==> src/include/tms_consts.svh <==
`ifndef TMS_CONSTS_SVH
`define TMS_CONSTS_SVH

// Register byte offsets
`define TMS_OFS_CTRL     12'h000
`define TMS_OFS_COUNT    12'h004
`define TMS_OFS_CMPA     12'h008
`define TMS_OFS_CMPB     12'h00C
`define TMS_OFS_CAPT     12'h010
`define TMS_OFS_FLAGS    12'h014
`define TMS_OFS_STATUS   12'h018

// Control field positions
`define TMS_CTRL_MODE_LSB 0
`define TMS_CTRL_MODE_MSB 3
`define TMS_CTRL_ACTA_LSB 4
`define TMS_CTRL_ACTA_MSB 5
`define TMS_CTRL_ACTB_LSB 6
`define TMS_CTRL_ACTB_MSB 7
`define TMS_CTRL_DIRA     8
`define TMS_CTRL_DIRB     9
`define TMS_CTRL_CSEL_LSB 10
`define TMS_CTRL_CSEL_MSB 12

// Flag bit positions
`define TMS_FLG_OVF  0
`define TMS_FLG_CMPA 1
`define TMS_FLG_CMPB 2
`define TMS_FLG_CAPT 3

// Counter values
`define TMS_BOTTOM 16'h0000
`define TMS_MAX    16'hFFFF
`define TMS_TOP8   16'h00FF
`define TMS_TOP9   16'h01FF
`define TMS_TOP10  16'h03FF

// Reset values
`define TMS_WORD_RST 16'h0000
`define TMS_DATA_RST 32'h0000_0000

// Prescaler terminal counts for N = 1, 8, 64, 256, 1024
`define TMS_PSC_TC1    10'h000
`define TMS_PSC_TC8    10'h007
`define TMS_PSC_TC64   10'h03F
`define TMS_PSC_TC256  10'h0FF
`define TMS_PSC_TC1024 10'h3FF

`endif

==> src/include/tms_pkg.sv <==
`include "tms_consts.svh"

package tms_pkg;
    typedef logic [15:0] tms_word_t;
    typedef logic [11:0] tms_addr_t;
    typedef logic [31:0] tms_data_t;

    typedef enum logic [1:0] {
        TMS_ACT_NONE   = 2'h0,
        TMS_ACT_TOGGLE = 2'h1,
        TMS_ACT_CLEAR  = 2'h2,
        TMS_ACT_SET    = 2'h3
    } tms_act_e;

    typedef enum logic [3:0] {
        TMS_MODE_NORMAL    = 4'h0,
        TMS_MODE_CLEAR_A   = 4'h4,
        TMS_MODE_FPWM8     = 4'h5,
        TMS_MODE_FPWM9     = 4'h6,
        TMS_MODE_FPWM10    = 4'h7,
        TMS_MODE_CLEAR_CAP = 4'hC,
        TMS_MODE_FPWM_CAP  = 4'hE,
        TMS_MODE_FPWM_A    = 4'hF
    } tms_mode_e;
endpackage : tms_pkg

==> src/logic/tms_prescaler.sv <==
`timescale 1ns/1ps
`include "tms_consts.svh"

module tms_prescaler (
    // Clock, reset, enable
    input  wire logic       clk,
    input  wire logic       reset_n,
    input  wire logic       ce,
    // Division select
    input  wire logic [2:0] sel,
    // Timer clock tick
    output logic            tick
);
    import tms_pkg::*;

    logic [9:0] cnt;
    logic [9:0] next_cnt;
    logic [9:0] tc;
    logic       run;

    // Select 0 stops the timer, 6 and 7 too
    always_comb begin
        run = 1'h1;
        unique case (sel)
            3'h1: tc = `TMS_PSC_TC1;
            3'h2: tc = `TMS_PSC_TC8;
            3'h3: tc = `TMS_PSC_TC64;
            3'h4: tc = `TMS_PSC_TC256;
            3'h5: tc = `TMS_PSC_TC1024;
            default: begin
                tc  = 10'h000;
                run = 1'h0;
            end
        endcase
    end

    assign tick = run & (cnt == tc); // [RQ20] [RQ23]

    always_comb begin
        next_cnt = (!run || tick) ? 10'h000 : cnt + 10'h001;
    end

    always_ff @(posedge clk) begin
        if (!reset_n) begin
            cnt <= 10'h000;
        end else if (ce) begin
            cnt <= next_cnt;
        end
    end
endmodule : tms_prescaler

==> src/logic/tms_channel.sv <==
`timescale 1ns/1ps
`include "tms_consts.svh"

module tms_channel (
    // Clock, reset, enable
    input  wire logic              clk,
    input  wire logic              reset_n,
    input  wire logic              ce,
    // Timer events match and bottom, already gated by the tick, then PWM mode qualifiers
    input  wire logic              match,
    input  wire logic              bottom,
    input  wire logic              pwm,
    input  wire logic              toggle_ok,
    // Configuration
    input  wire tms_pkg::tms_act_e action,
    input  wire logic              dir,
    // Pin
    output logic                   oc,
    output logic                   oe
);
    import tms_pkg::*;

    logic next_oc;

    always_comb begin
        next_oc = oc;
        if (pwm) begin
            unique case (action)
                TMS_ACT_NONE: next_oc = oc;
                TMS_ACT_TOGGLE: begin
                    if (match && toggle_ok) next_oc = ~oc;
                end
                // Bottom applied last so compare equal to top gives a constant level
                TMS_ACT_CLEAR: begin
                    if (match) next_oc = 1'h0; // [RQ11]
                    if (bottom) next_oc = 1'h1; // [RQ11]
                end
                TMS_ACT_SET: begin
                    if (match) next_oc = 1'h1; // [RQ11]
                    if (bottom) next_oc = 1'h0; // [RQ11]
                end
            endcase
        end else if (match) begin
            unique case (action)
                TMS_ACT_NONE:   next_oc = oc;
                TMS_ACT_TOGGLE: next_oc = ~oc; // [RQ8]
                TMS_ACT_CLEAR:  next_oc = 1'h0;
                TMS_ACT_SET:    next_oc = 1'h1;
            endcase
        end
    end

    always_ff @(posedge clk) begin
        if (!reset_n) begin
            oc <= 1'h0;
        end else if (ce) begin
            oc <= next_oc;
        end
    end

    assign oe = dir & (action != TMS_ACT_NONE); // [RQ1] [RQ8]
endmodule : tms_channel

==> src/logic/tms_timer16.sv <==
`timescale 1ns/1ps
`include "tms_consts.svh"
// Overview of operation
// [RQ1] Mode field alone sets counting; action field only shapes the output pins.
// [RQ2] Normal mode always increments, never cleared by match, wraps FFFF to 0000.
// [RQ3] Normal mode sets overflow flag when count becomes zero; counting never clears it.
// [RQ4] Normal mode accepts a software count write at any time.
// [RQ5] Clear modes zero the counter on top match; mode 4 uses A, 12 capture.
// [RQ6] Clear modes set compare A or capture flag, whichever defines top, at top.
// [RQ7] Clear-mode top writes act at once; top below count runs through FFFF.
// [RQ8] Clear mode with action A toggle flips output A each match; pin needs direction.
// [RQ9] Clear modes set overflow flag when counter rolls from FFFF to 0000.
// [RQ10] Modes 5, 6, 7, 14, 15 count bottom to top then restart.
// [RQ11] Fast PWM non-inverting clears on match, sets at bottom; inverting opposite.
// [RQ12] Fast PWM top is 00FF, 01FF, 03FF, capture or A; clear after top.
// [RQ13] Software keeps register-defined PWM top at 0003 or more.
// [RQ14] Fast PWM sets overflow at top plus compare A or capture flag.
// [RQ15] Fast PWM sets each channel's flag whenever count equals its compare value.
// [RQ16] Fixed top masks compare writes to the fixed resolution.
// [RQ17] Software keeps top at or above compares; compare above top never matches.
// [RQ18] Fast PWM capture top is unbuffered; low top runs counter through FFFF.
// [RQ19] Fast PWM compare A writes go to a buffer, loaded at top.
// [RQ20] Toggle frequency is clock over 2*N*(1+A), N from 1, 8, 64, 256, 1024.
// [RQ21] Compare flags clear on service acknowledge or on writing one.
// [RQ22] A count write suppresses compare matches at the next timer tick.
// [RQ23] Counter and flags advance only on prescaler ticks.

module tms_timer16 (
    // Clock, reset, enable
    input  wire logic               clk,
    input  wire logic               reset_n,
    input  wire logic               ce,
    // APB slave
    input  wire logic               psel,
    input  wire logic               penable,
    input  wire logic               pwrite,
    input  wire tms_pkg::tms_addr_t paddr,
    input  wire tms_pkg::tms_data_t pwdata,
    output tms_pkg::tms_data_t      prdata,
    output logic                    pready,
    output logic                    pslverr,
    // Flag service acknowledge
    input  wire logic [3:0]         flag_ack,
    // Compare output pins
    output logic                    compare_a_output,
    output logic                    compare_a_oe,
    output logic                    channel_compare_output_b,
    output logic                    channel_compare_oe_b
);
    import tms_pkg::*;

    // Control state
    logic [3:0] waveform_mode_select;
    logic [3:0] next_waveform_mode_select;
    tms_act_e   output_action_select_a;
    tms_act_e   next_output_action_select_a;
    tms_act_e   output_action_select_b;
    tms_act_e   next_output_action_select_b;
    logic       output_pin_direction_bit_a;
    logic       next_output_pin_direction_bit_a;
    logic       output_pin_direction_bit_b;
    logic       next_output_pin_direction_bit_b;
    logic [2:0] clock_select;
    logic [2:0] next_clock_select;

    // Timer state
    tms_word_t  count_value;
    tms_word_t  next_count_value;
    tms_word_t  compare_a_value;
    tms_word_t  next_compare_a_value;
    tms_word_t  compare_a_active;
    tms_word_t  next_compare_a_active;
    tms_word_t  channel_compare_value_b;
    tms_word_t  next_channel_compare_value_b;
    tms_word_t  capture_top_value;
    tms_word_t  next_capture_top_value;
    logic       match_block;
    logic       next_match_block;
    logic [3:0] flags;
    logic [3:0] next_flags;
    tms_data_t  next_prdata;

    // Decode
    logic       acc;
    logic       wr_en;
    logic       mapped;
    logic       ctrl_wr;
    logic       count_wr;
    logic       cmpa_wr;
    logic       cmpb_wr;
    logic       capt_wr;
    logic       flags_wr;

    // Sequencer
    logic       tick;
    logic       tick_en;
    tms_word_t  top;
    tms_word_t  cmp_mask;
    tms_word_t  wmask;
    logic       is_pwm;
    logic       is_clear_mode;
    logic       fixed_top;
    logic       cap_top;
    logic       at_top;
    logic       match_a;
    logic       match_b;
    logic       top_wrap;
    logic       ovf_set;
    logic [3:0] flag_set;
    logic [3:0] flag_clr;

    assign acc      = psel & penable & ce;
    assign wr_en    = acc & pwrite;
    assign ctrl_wr  = wr_en & (paddr == `TMS_OFS_CTRL);
    assign count_wr = wr_en & (paddr == `TMS_OFS_COUNT);
    assign cmpa_wr  = wr_en & (paddr == `TMS_OFS_CMPA);
    assign cmpb_wr  = wr_en & (paddr == `TMS_OFS_CMPB);
    assign capt_wr  = wr_en & (paddr == `TMS_OFS_CAPT);
    assign flags_wr = wr_en & (paddr == `TMS_OFS_FLAGS);
    assign mapped   = (paddr == `TMS_OFS_CTRL) | (paddr == `TMS_OFS_COUNT)
                    | (paddr == `TMS_OFS_CMPA) | (paddr == `TMS_OFS_CMPB)
                    | (paddr == `TMS_OFS_CAPT) | (paddr == `TMS_OFS_FLAGS)
                    | (paddr == `TMS_OFS_STATUS);
    // Status register is read-only
    assign pready   = ce;
    assign pslverr  = psel & penable & (~mapped | (pwrite & (paddr == `TMS_OFS_STATUS)));

    tms_prescaler u_prescaler (
        .clk     (clk),
        .reset_n (reset_n),
        .ce      (ce),
        .sel     (clock_select),
        .tick    (tick)
    );

    assign tick_en = ce & tick; // [RQ23]

    // Top selection depends on the mode field only
    always_comb begin
        unique case (waveform_mode_select)
            TMS_MODE_FPWM8:     top = `TMS_TOP8; // [RQ12]
            TMS_MODE_FPWM9:     top = `TMS_TOP9; // [RQ12]
            TMS_MODE_FPWM10:    top = `TMS_TOP10; // [RQ12]
            TMS_MODE_CLEAR_CAP,
            TMS_MODE_FPWM_CAP:  top = capture_top_value; // [RQ5] [RQ12]
            TMS_MODE_CLEAR_A,
            TMS_MODE_FPWM_A:    top = compare_a_active; // [RQ5] [RQ12]
            default:            top = `TMS_MAX; // [RQ1] [RQ2]
        endcase
    end

    assign is_pwm        = waveform_mode_select inside {TMS_MODE_FPWM8, TMS_MODE_FPWM9,
                           TMS_MODE_FPWM10, TMS_MODE_FPWM_CAP, TMS_MODE_FPWM_A}; // [RQ10]
    assign is_clear_mode = waveform_mode_select inside {TMS_MODE_CLEAR_A, TMS_MODE_CLEAR_CAP};
    assign fixed_top     = waveform_mode_select inside {TMS_MODE_FPWM8, TMS_MODE_FPWM9,
                           TMS_MODE_FPWM10};
    assign cap_top       = waveform_mode_select inside {TMS_MODE_CLEAR_CAP, TMS_MODE_FPWM_CAP};

    // Equality only, so a compare above top never matches
    assign at_top   = (count_value == top) & ~match_block; // [RQ17] [RQ22]
    assign match_a  = (count_value == compare_a_active) & ~match_block; // [RQ15] [RQ22]
    assign match_b  = (count_value == channel_compare_value_b) & ~match_block; // [RQ15] [RQ22]
    assign top_wrap = tick_en & at_top & (is_clear_mode | is_pwm); // [RQ5] [RQ12]
    assign ovf_set  = tick_en & (is_pwm ? at_top : (count_value == `TMS_MAX)); // [RQ3] [RQ9] [RQ14]

    assign cmp_mask = fixed_top ? top : `TMS_MAX;
    assign wmask    = pwdata[15:0] & cmp_mask; // [RQ16]

    always_comb begin
        next_count_value             = count_value;
        next_compare_a_value         = compare_a_value;
        next_compare_a_active        = compare_a_active;
        next_channel_compare_value_b = channel_compare_value_b;
        next_capture_top_value       = capture_top_value;
        next_match_block             = match_block;
        if (tick_en) begin
            next_match_block = 1'h0;
            // A missed top lets the counter run on through MAX and wrap
            if (top_wrap) begin
                next_count_value = `TMS_BOTTOM; // [RQ5] [RQ10] [RQ12]
            end else begin
                next_count_value = count_value + 16'h0001; // [RQ2] [RQ7] [RQ18]
            end
            if (is_pwm && at_top) begin
                next_compare_a_active = compare_a_value; // [RQ19]
            end
        end
        if (count_wr) begin
            next_count_value = pwdata[15:0]; // [RQ4]
            next_match_block = 1'h1; // [RQ22]
        end
        if (cmpa_wr) begin
            next_compare_a_value = wmask; // [RQ19]
            if (!is_pwm) begin
                next_compare_a_active = wmask; // [RQ7]
            end
        end
        if (cmpb_wr) begin
            next_channel_compare_value_b = wmask; // [RQ16]
        end
        if (capt_wr) begin
            next_capture_top_value = pwdata[15:0]; // [RQ7] [RQ18]
        end
    end

    // Flags: set wins over any clear in the same cycle
    assign flag_set[`TMS_FLG_OVF]  = ovf_set; // [RQ3] [RQ9] [RQ14]
    assign flag_set[`TMS_FLG_CMPA] = tick_en & match_a; // [RQ6] [RQ14] [RQ15]
    assign flag_set[`TMS_FLG_CMPB] = tick_en & match_b; // [RQ15]
    assign flag_set[`TMS_FLG_CAPT] = tick_en & at_top & cap_top; // [RQ6] [RQ14]
    assign flag_clr = (flags_wr ? pwdata[3:0] : 4'h0) | flag_ack; // [RQ21]

    always_comb begin
        next_flags = (flags & ~flag_clr) | flag_set; // [RQ3] [RQ21]
    end

    always_comb begin
        next_waveform_mode_select       = waveform_mode_select;
        next_output_action_select_a     = output_action_select_a;
        next_output_action_select_b     = output_action_select_b;
        next_output_pin_direction_bit_a = output_pin_direction_bit_a;
        next_output_pin_direction_bit_b = output_pin_direction_bit_b;
        next_clock_select               = clock_select;
        if (ctrl_wr) begin
            next_waveform_mode_select =
                pwdata[`TMS_CTRL_MODE_MSB:`TMS_CTRL_MODE_LSB];
            next_output_action_select_a =
                tms_act_e'(pwdata[`TMS_CTRL_ACTA_MSB:`TMS_CTRL_ACTA_LSB]);
            next_output_action_select_b =
                tms_act_e'(pwdata[`TMS_CTRL_ACTB_MSB:`TMS_CTRL_ACTB_LSB]);
            next_output_pin_direction_bit_a = pwdata[`TMS_CTRL_DIRA];
            next_output_pin_direction_bit_b = pwdata[`TMS_CTRL_DIRB];
            next_clock_select = pwdata[`TMS_CTRL_CSEL_MSB:`TMS_CTRL_CSEL_LSB];
        end
    end

    // Read data captured in the setup cycle
    always_comb begin
        next_prdata = prdata;
        if (psel && !penable && !pwrite) begin
            unique case (paddr)
                `TMS_OFS_CTRL: begin
                    next_prdata = {19'h0, clock_select, output_pin_direction_bit_b,
                                   output_pin_direction_bit_a, output_action_select_b,
                                   output_action_select_a, waveform_mode_select};
                end
                `TMS_OFS_COUNT:  next_prdata = {16'h0000, count_value};
                `TMS_OFS_CMPA:   next_prdata = {16'h0000, compare_a_value};
                `TMS_OFS_CMPB:   next_prdata = {16'h0000, channel_compare_value_b};
                `TMS_OFS_CAPT:   next_prdata = {16'h0000, capture_top_value};
                `TMS_OFS_FLAGS:  next_prdata = {28'h0, flags};
                `TMS_OFS_STATUS: begin
                    next_prdata = {14'h0, channel_compare_output_b, compare_a_output,
                                   compare_a_active};
                end
                default:         next_prdata = `TMS_DATA_RST;
            endcase
        end
    end

    always_ff @(posedge clk) begin
        if (!reset_n) begin
            prdata <= `TMS_DATA_RST;
        end else begin
            prdata <= next_prdata;
        end
    end

    always_ff @(posedge clk) begin
        if (!reset_n) begin
            waveform_mode_select       <= 4'h0;
            output_action_select_a     <= TMS_ACT_NONE;
            output_action_select_b     <= TMS_ACT_NONE;
            output_pin_direction_bit_a <= 1'h0;
            output_pin_direction_bit_b <= 1'h0;
            clock_select               <= 3'h0;
            count_value                <= `TMS_WORD_RST;
            compare_a_value            <= `TMS_WORD_RST;
            compare_a_active           <= `TMS_WORD_RST;
            channel_compare_value_b    <= `TMS_WORD_RST;
            capture_top_value          <= `TMS_WORD_RST;
            match_block                <= 1'h0;
            flags                      <= 4'h0;
        end else if (ce) begin
            waveform_mode_select       <= next_waveform_mode_select;
            output_action_select_a     <= next_output_action_select_a;
            output_action_select_b     <= next_output_action_select_b;
            output_pin_direction_bit_a <= next_output_pin_direction_bit_a;
            output_pin_direction_bit_b <= next_output_pin_direction_bit_b;
            clock_select               <= next_clock_select;
            count_value                <= next_count_value;
            compare_a_value            <= next_compare_a_value;
            compare_a_active           <= next_compare_a_active;
            channel_compare_value_b    <= next_channel_compare_value_b;
            capture_top_value          <= next_capture_top_value;
            match_block                <= next_match_block;
            flags                      <= next_flags;
        end
    end

    // Toggle on A allowed in every non-PWM mode and in PWM only with A as top
    tms_channel u_chan_a (
        .clk       (clk),
        .reset_n   (reset_n),
        .ce        (ce),
        .match     (tick_en & match_a),
        .bottom    (top_wrap & is_pwm),
        .pwm       (is_pwm),
        .toggle_ok (waveform_mode_select == TMS_MODE_FPWM_A),
        .action    (output_action_select_a),
        .dir       (output_pin_direction_bit_a),
        .oc        (compare_a_output),
        .oe        (compare_a_oe)
    );

    tms_channel u_chan_b (
        .clk       (clk),
        .reset_n   (reset_n),
        .ce        (ce),
        .match     (tick_en & match_b),
        .bottom    (top_wrap & is_pwm),
        .pwm       (is_pwm),
        .toggle_ok (1'h0),
        .action    (output_action_select_b),
        .dir       (output_pin_direction_bit_b),
        .oc        (channel_compare_output_b),
        .oe        (channel_compare_oe_b)
    );
endmodule : tms_timer16

==> config.mk <==
export PLATFORM = sky130hd
export DESIGN_NAME = tms_timer16
export DESIGN_NICKNAME = d
export VERILOG_FILES = /design/src/include/tms_pkg.sv /design/src/logic/tms_prescaler.sv /design/src/logic/tms_channel.sv /design/src/logic/tms_timer16.sv
export VERILOG_INCLUDE_DIRS = /design/src /design/src/include
export SDC_FILE = /design/constraint.sdc
export NUM_CORES = 1
export LEC_CHECK = 0
export ABC_AREA = 1
export BUFFER_PORTS_ARGS = -buffer_cell sky130_fd_sc_hd__buf_2
export CAP_MARGIN = 20
export CORE_MARGIN = 2
export CORE_UTILIZATION = 30
export DETAILED_ROUTE_END_ITERATION = 7
export GPL_TIMING_DRIVEN = 0
export PLACE_DENSITY = 0.51
export SKIP_CTS_REPAIR_TIMING = 1
export SLEW_MARGIN = 20
export SYNTH_ARGS = -nofsm -noshare
export SYNTH_HDL_FRONTEND = slang
export SYNTH_SLANG_ARGS = --single-unit
==> constraint.sdc <==
create_clock -name clk -period 3 [get_ports clk]
set_clock_uncertainty 0.1 [all_clocks]
set_input_delay 0.3 -clock clk [delete_from_list [all_inputs] [get_ports clk]]
set_output_delay 0.3 -clock clk [all_outputs]
set_load 0.01 [all_outputs]
; ---- After elaboration in Yosys (flattened, before gate mapping)
; Index checks and enable logic that the tools add are counted.
[op_classes]
bitwise_logic = 43
n_addsub = 2
muxes = 34
n_reduce_logical = 31
eq_ne = 36
[ops]
columns = op, n
row1 = two-way mux 16 bit, 8
row2 = one-hot mux 18 bit (7 select lines), 1
row3 = one-hot mux 16 bit (5 select lines), 1
row4 = == test 16 bit, 3
row5 = one-hot mux 10 bit (4 select lines), 1
row6 = "== test 12 x 5 -> 1 bit, second input constant", 3
row7 = bitwise AND 1 bit, 25
row8 = "== test 12 x 4 -> 1 bit, second input constant", 2
row9 = two-way mux 1 bit, 17
row10 = "adder 16 x 1 -> 16 bit, second input constant", 1
row11 = bitwise AND 16 bit, 1
row12 = "== test 16 bit, second input constant", 1
row13 = "== test 4 x 3 -> 1 bit, second input constant", 4
row14 = nonzero test 2 bit, 7
row15 = "== test 12 x 3 -> 1 bit, second input constant", 1
row16 = "== test 4 bit, second input constant", 3
row17 = logical NOT 12 bit, 1
row18 = AND reduction 6 bit, 2
row19 = "adder 10 x 1 -> 10 bit, second input constant", 1
row20 = == test 10 bit, 1
row21 = two-way mux 10 bit, 1
row22 = AND reduction 2 bit, 5
row23 = "!= test 3 x 2 -> 1 bit, second input constant", 3
row24 = one-hot mux 1 bit (3 select lines), 3
row25 = 22 further kinds, 50
[word_totals]
reg_bits = 142
inputBits = 54
out_inout_bits = 38
wordCells = 163

; ---- Depth between registers and ports, before layout
; Gate-level depths: netlist of run 1.
[depth]
word_depth = 11
ltp_mapped = 19
mapped_depth_nobuf = 19

; ---- Cells and area by module
; A second synthesis of run 1 with hierarchy kept.
[hier_totals]
cells_unflattened = 1199
area_unflattened_um2 = 7780.0
[by_module_without_submodules]
columns = mod, area_each_um2, cells_per_inst, n_inst
row1 = tms_timer16, 6872.8, 1052, 1
row2 = tms_prescaler, 666.9, 97, 1
row3 = tms_channel, 120.1, 25, 2

; ---- Worst setup path before layout of run 1
; No wires, ideal clock.
[synth_timing]
path_kind = register to register
from = reg clock_select[1]
to = reg compare_a_active[10]
setup_slack_ns = 0.692
synth_period_minus_slack_ns = 2.308
t_arrival_ns = 2.078
n_path_buf = 1
path_stages_with_launch = 18
path_cell_list = dfxtp_1 inv_1 ha_1 inv_1 nand3_1 nand2_1 nand3_1 nor2_1 nand2_1 nor2_1 nand2_1 nor2_2 nand4_2 buf_2 nand2_1 nand3_1 nand2_1 a21oi_2
[synth_via]
elab_chain_cells = 8
elab_cells_between_ends = 14
[synth_rtl]
columns = element, line_no
row1 = "start, declared", tms_timer16.sv:63  ; logic [2:0] clock_select;
row2 = "start signal, assigned", tms_timer16.sv:290  ; clock_select <= next_clock_select;
row3 = "== test 3 bit, or another cell as far along", tms_prescaler.sv:24  ; unique case (sel)
row4 = one-hot mux 10 bit (4 select lines) / OR reduction 5 bit (equally long branches), -
row5 = == test 10 bit / two-way mux 1 bit (equally long branches), "tms_prescaler.sv:37, tms_prescaler.sv:24"
row6 = bitwise AND 1 bit (*), tms_prescaler.sv:37  ; assign tick = run & (cnt == tc);
row7 = bitwise AND 1 bit (*), tms_timer16.sv:136  ; assign tick_en = ce & tick;
row8 = two-way mux 16 bit (*), tms_timer16.sv:176  ; if (tick_en) begin
row9 = two-way mux 16 bit, tms_timer16.sv:194  ; if (!is_pwm) begin
row10 = two-way mux 16 bit (*), tms_timer16.sv:192  ; if (cmpa_wr) begin
row11 = "end signal, assigned", tms_timer16.sv:279  ; compare_a_active <= `TMS_WORD_RST;
row12 = "end signal, assigned", tms_timer16.sv:293  ; compare_a_active <= next_compare_a_active;
row13 = "end, declared", tms_timer16.sv:71  ; tms_word_t compare_a_active;
; Every way passes the cells marked *; elsewhere a longest branch is shown, timed or not.
; A chain may end at the register's enable or synchronous reset.

; ---- Worst setup path after layout of run 1
[layout_timing]
from = reg waveform_mode_select[2]
to = reg compare_a_active[3]
[layout_via]
elab_chain_cells = 10
elab_cells_between_ends = 21
[layout_rtl]
columns = element, line_no
row1 = "start, declared", tms_timer16.sv:53  ; logic [3:0] waveform_mode_select;
row2 = "start signal, assigned", tms_timer16.sv:285  ; waveform_mode_select <= next_waveform_mode_select;
row3 = "== test 4 x 3 -> 1 bit, or another cell as far along", tms_timer16.sv:140  ; unique case (waveform_mode_select)
row4 = OR reduction 2 bit, tms_timer16.sv:140
row5 = one-hot mux 16 bit (5 select lines), tms_timer16.sv:140
row6 = == test 16 bit, tms_timer16.sv:160  ; assign at_top = (count_value == top) & ~match_block;
row7 = bitwise AND 1 bit, tms_timer16.sv:160
row8 = logical AND 1 bit, tms_timer16.sv:184  ; if (is_pwm && at_top) begin
row9 = two-way mux 16 bit, tms_timer16.sv:184
row10 = two-way mux 16 bit, tms_timer16.sv:176
row11 = two-way mux 16 bit, tms_timer16.sv:194
row12 = two-way mux 16 bit (*), tms_timer16.sv:192
; Marks and branches as above.

==> impl_metrics.toml, run 1 <==
[clock_network]
cts_max_path_buffers = 2
numCtsBuffers = 17
insertion_delay_ns = 0.44
root_buffer = "clkbuf_16"
clkSlewWorstSetupHoldPaths_ns = 0.06
clock-sinks = 128
htree_levels = 4
cts_tree = "done"

[setup_path]
rr_startpoint = "waveform_mode_select[2]"
crit_type = "reg -> reg"
end_kind = "flip-flop"
cp_data_arrival_time_ns = 3.14
r2r_setup_slack_ns = 0.11
cp_data_required_time_ns = 3.25
worstReg2RegEnd = "compare_a_active[3]"
path_cells = "inv_2, nor2_4, inv_2, nor2_1, a21oi_2, inv_1, nor2_1, inv_1, clkbuf_2, nand3_1, o211ai_1, a21oi_1"
worstPathMaxFanout = 10
slowest_stage = "a21oi_2"
start_kind = "flip-flop"
crit_path_max_incr_delay_ns = 0.52
reg2reg_depth = 12

[place]
place_hpwl_um = 26600
gp_congestion = 0.981
port_buffers = 61

[pwr]
leakagePower_nw = 3.46
p_per_area_nw_per_um2 = 452
power_w = 0.00410
vdd_drop_max_uv = 340

[timing]
relSlewSlack_pct = 37.3
hold_viol_final = 0
fin_crit_ns = 2.89
fin_crit_sh_pct = 96.3
tightest_slew_ns = 0.941
fmax_ghz = 0.346
grt_setup_unrepaired = "false"
final_max_slew_viol_count = 0
finalSetupViolCount = 0

[grt]
grt_pass1_vias = 7859
grt_antenna_before_repair = 3
grt_max_degree = 17
grt_usage_pct = 25.5
grt_overflow_total = 0
grt_first_pass_wirelength_um = 49700

[worst_hold_path]
hp-class = "in -> reg"
hold_end = "flags[1]"
min_from = "flag_ack[1]"
hold_depth = 4

[detailed_routing]
wl_per_cell_um = 21.1
route.antenna.remaining_nets = 0
vias_per_cell = 5.39
vias = 8706
initialDrtViolationCount = 844
drc = 0
drtPass1Iterations = 5
routed_wirelength_um = 34000

[run_status]
status = "finished, final reports clean"

[floorplan]
dieArea_um2 = 26600
fp.dieH_um = 163
fp-row-count = 58
die_w_um = 163
initial_core_util_pct = 30.4
core_area_um2 = 25000
pin_count = 92

[layout]
nFillCells = 2781
seq_area_um2 = 2570
multiInputGateArea_um2 = 4280
layout.nets = 1327
layout-drive-gt1-share_pct = 12.5
area_delta_synth_final_pct = 19.3
utilization_pct = 36.3

[synthesis]
async_reset_ff_share_pct = 0
synth_top_area_share_pct = 33.7
synth_seq_area_share_pct = 33.7
ys_top_cells_by_area = "dfxtp_1, nand2_1, a21oi_1, o21ai_0, inv_1"
synth_most_common_cell = "nand2_1"
yosysWarnings = 0
ys.flop_type = "dfxtp_1"
synth_edf_count = 0
syn_inst = 1173
synth_area_leader_cell = "dfxtp_1"
synth_common_cells = "nand2_1, a21oi_1, dfxtp_1"
syn_area_per_cell_um2 = 6.49
ys_ff_latch = 128
synth_cell_type_count = 48
netlist_area_um2 = 7610

[job]
max_cap_viol_count = 0
## placed cells by master (no fill, tap or decap), drive strengths merged, types with 2 or more instances in the layout
cell and instances:
clkbuf 64, or2 3, xor2 13, a21oi 148, nor4 5, and3 2, dfxtp 128, inv 139
o41ai 13, nor2 118, o21ai 107, clkinv 6, a31oi 3, conb 14, buf 90, nand4 22
nand2 226, o31ai 4, nor3 20, nand3 84, a211oi 7, clkinvlp 3, bufinv 2, xnor2 6
o2111ai 3, ha 3, nand3b 2, o211ai 7, o22ai 34, o21bai 2
## per-stage QoR
| stage | setup WS (ns) | hold slack (ns) | TNS, ns | instance area (um2) | std cells |
|---|---|---|---|---|---|
| finish | 0.111 | 0.0942 | 0 | 9080 | 1614 |
| global route | 0.00792 | 0.127 | 0 | 9070 | 1613 |
| CTS | -0.0895 | 0.0920 | -0.408 | 8980 | 1609 |
| detailed placement | -0.0774 | 0.355 | -0.263 | 8380 | 1577 |
| global placement | -0.578 | 0.349 | -5.39 | 8370 | 1577 |
| floorplan | 0.692 | 0.339 | 0 | 7660 | 1186 |
## state kept, by name, summed over array words and instances, names as in the netlist
| name | flops |
|---|---|
| capture_top_value | 16 |
| channel_compare_value_b | 16 |
| clock_select | 3 |
| compare_a_active | 16 |
| compare_a_value | 16 |
| count_value | 16 |
| flags | 4 |
| match_block | 1 |
| output_action_select_a | 2 |
| output_action_select_b | 2 |
| output_pin_direction_bit_a | 1 |
| output_pin_direction_bit_b | 1 |
| prdata | 18 |
| u_chan_a.oc | 1 |
| u_chan_b.oc | 1 |
| u_prescaler.cnt | 10 |
| waveform_mode_select | 4 |
## worst max-delay path by stage
| stage | start | end | slack (ns) | cells after the start |
|---|---|---|---|---|
| 2_1_floorplan | clock_select[1] | compare_a_active[10] | 0.69 | 17 |
| 3_3_place_gp | paddr[1] | pslverr | -0.58 | 9 |
| 3_5_place_dp | clock_select[1] | count_value[14] | -0.08 | 18 |
| 4_1_cts | paddr[1] | pslverr | -0.09 | 9 |
| 5_1_grt | waveform_mode_select[2] | compare_a_active[8] | 0.008 | 16 |
| 6_report | waveform_mode_select[2] | compare_a_active[3] | 0.11 | 12 |
## report_power, final
part	switching (W)	leakage (nW)	internal [W]
sequential	0.00000244	1.03	0.00170
combinational	0.000163	2.14	0.0000584
clock	0.000925	0.285	0.00125
## logic make-up (layout without fill, tap and decap cells)
group	after synthesis	count (layout)	share of synthesized area [%]
adder cells (fa/ha/maj)	3	3	0.493
AO/OA/AOI/OAI	332	332	24.4
XOR/XNOR	19	19	2.19
other	1	15	0.0493
buffers and inverters	207	304	11.4
flip-flops	128	128	33.7
AND/OR/NAND/NOR	483	483	27.7
## cell type report
class                           instances  share of cell area (%)
Inverter                              135                    5.60
Clock inverter                         15                    1.93
Tap cell                              330                    4.55
Sequential cell                       128                    28.3
Antenna cell                            1                  0.0276
Buffer                                 71                    4.03
Multi-Input combinational cell        851                    47.1
Timing Repair Buffer                   66                    3.78
Clock buffer                           17                    4.69
## worst max-delay path: cells and delay by family, from the launching register on
kind / cells / cell delay [ns]
flip-flops: 1 / 0.35
AO/OA/AOI/OAI: 3 / 0.76
AND/OR/NAND/NOR: 4 / 0.63
buffers and inverters: 5 / 0.97
## layer usage
| metal | vias up | track usage (%) | wire length (um) |
|---|---|---|---|
| li1 | 4143 | - | - |
| met1 | 4130 | 32.4 | 14500 |
| met2 | 349 | 41.5 | 15800 |
| met3 | 82 | 5.38 | 2270 |
| met4 | 2 | 11.3 | 1430 |
| met5 | - | 0 | 13 |
Note: power is estimated with default switching activity, not from simulation.
==> run 2, diff against run 1 <==
PLACE_DENSITY = 0.48   (was 0.51)
==> impl_metrics.toml, run 2 (synthesis results as in run 1) <==
[run_status]
status = "finished, violations left"
violations = "DRC"

[timing]
final_max_slew_viol_count = 0
finalSetupViolCount = 0
fin_crit_ns = 2.87
relSlewSlack_pct = 30.5
hold_viol_final = 0
tightest_slew_ns = 1.04
fmax_ghz = 0.348
fin_crit_sh_pct = 95.7

[layout]
area_delta_synth_final_pct = 18.5
largest_reg_flops = 18
layout-drive-gt1-share_pct = 12.2
multiInputGateArea_um2 = 4270
final_cell_mix = "nand2_1, a21oi_1, dfxtp_1"
top_register = "prdata"
diodes = 0
final_common_cell = "nand2_1"
nFillCells = 2798
fin_area_um2 = 9020
seq_area_um2 = 2560
layout.nets = 1323

[setup_path]
cp_data_arrival_time_ns = 3.06
end_kind = "flip-flop"
cp_num_buf_inv = 4
cp_data_required_time_ns = 3.18
worstPathMaxFanout = 10
crit_type = "reg -> reg"
start_kind = "flip-flop"
crit_path_max_incr_delay_ns = 0.48
path_delay_family = "buffers and inverters"
path_cells = "inv_2, nor2_2, inv_2, nor2_1, a21oi_2, inv_1, nor2_1, clkbuf_1, a21oi_1, o211ai_1, a21oi_1"
slowest_stage = "clkbuf_1"

[detailed_routing]
drtPass1Iterations = 8
routed_wirelength_um = 34500
vias = 8646
initialDrtViolationCount = 908
vias_per_cell = 5.37
drc = 1
route.antenna.remaining_nets = 0
wl_per_cell_um = 21.4

[floorplan]
fp.dieH_um = 163
core_area_um2 = 25000
die_w_um = 163
initial_core_util_pct = 30.4
pin_count = 92
fp-row-count = 58
dieArea_um2 = 26600

[place]
port_buffers = 61
place_area_um2 = 8390
gp_congestion = 1.00
place_hpwl_um = 26900

[clock_network]
clock-sinks = 128
insertion_delay_ns = 0.44
htree_levels = 4
root_buffer = "clkbuf_16"
cts_tree = "done"
cts_max_path_buffers = 2
clkSlewWorstSetupHoldPaths_ns = 0.06
numCtsBuffers = 17

[pwr]
power_w = 0.00405
leakagePower_nw = 3.42
vdd_drop_max_uv = 357
p_per_area_nw_per_um2 = 450

[job]
max_cap_viol_count = 0

[grt]
grt_pass1_vias = 7765
grt_antenna_before_repair = 0
grt_overflow_total = 0
grt_usage_pct = 25.9
grt_max_degree = 17
grt_first_pass_wirelength_um = 50300

[worst_hold_path]
hp-class = "in -> reg"
==> run 2: where the power goes <==
group / leakage (nW) / internal (W) / switching [W]
registers: 1.03 / 0.00170 / 0.00000186
logic: 2.11 / 0.0000584 / 0.000165
clock network: 0.273 / 0.00125 / 0.000876
==> run 2: layout make-up <==
type / count / share of cell area, %
buffer: 70 / 4.00
inverter: 135 / 5.63
clock buffer: 20 / 4.95
clock inverter: 12 / 1.50
multi-input combinational: 851 / 47.3
tap: 330 / 4.58
timing repair buffer: 63 / 3.55
sequential: 128 / 28.4
==> run 2: metrics by stage <==
step                      cells  hold slack, ns  setup TNS, ns  worst slack (ns)  utilization (%)
after floorplan            1186           0.339              0             0.692                -
after global placement     1577           0.352          -4.67            -0.539             33.4
after detailed placement   1578           0.356        -0.0549           -0.0549             33.5
after CTS                  1610          0.0872         -0.111           -0.0727             35.8
after global routing       1609           0.108       -0.00641          -0.00641             36.0
final                      1609          0.0956              0             0.129             36.0
==> run 2: path summary, 6_finish.rpt <==
kind	startpoint	cells after the start	slack [ns]	endpoint
setup / recovery	waveform_mode_select[2]	11	0.13	compare_a_active[14]
hold / removal	flag_ack[1]	4	0.1	flags[1]
setup reg to reg	waveform_mode_select[2]	11	0.13	compare_a_active[14]
hold reg to reg	prdata[4]	2	0.36	prdata[4]
==> run 2: worst reg2reg max path: stages (launching register included) <==
cell and delay (ns):
dfxtp_1 0.35, inv_2 0.13, nor2_2 0.08, inv_2 0.07, nor2_1 0.11, a21oi_2 0.46
inv_1 0.33, nor2_1 0.29, clkbuf_1 0.48, a21oi_1 0.13, o211ai_1 0.13, a21oi_1 0.08
==> run 2: per-layer routing <==
metal | GRT usage [%] | wire length, um
met1 | 34.8 | 15200
met2 | 41.5 | 15800
met3 | 4.67 | 2330
met4 | 9.17 | 1080
met5 | 0 | 0
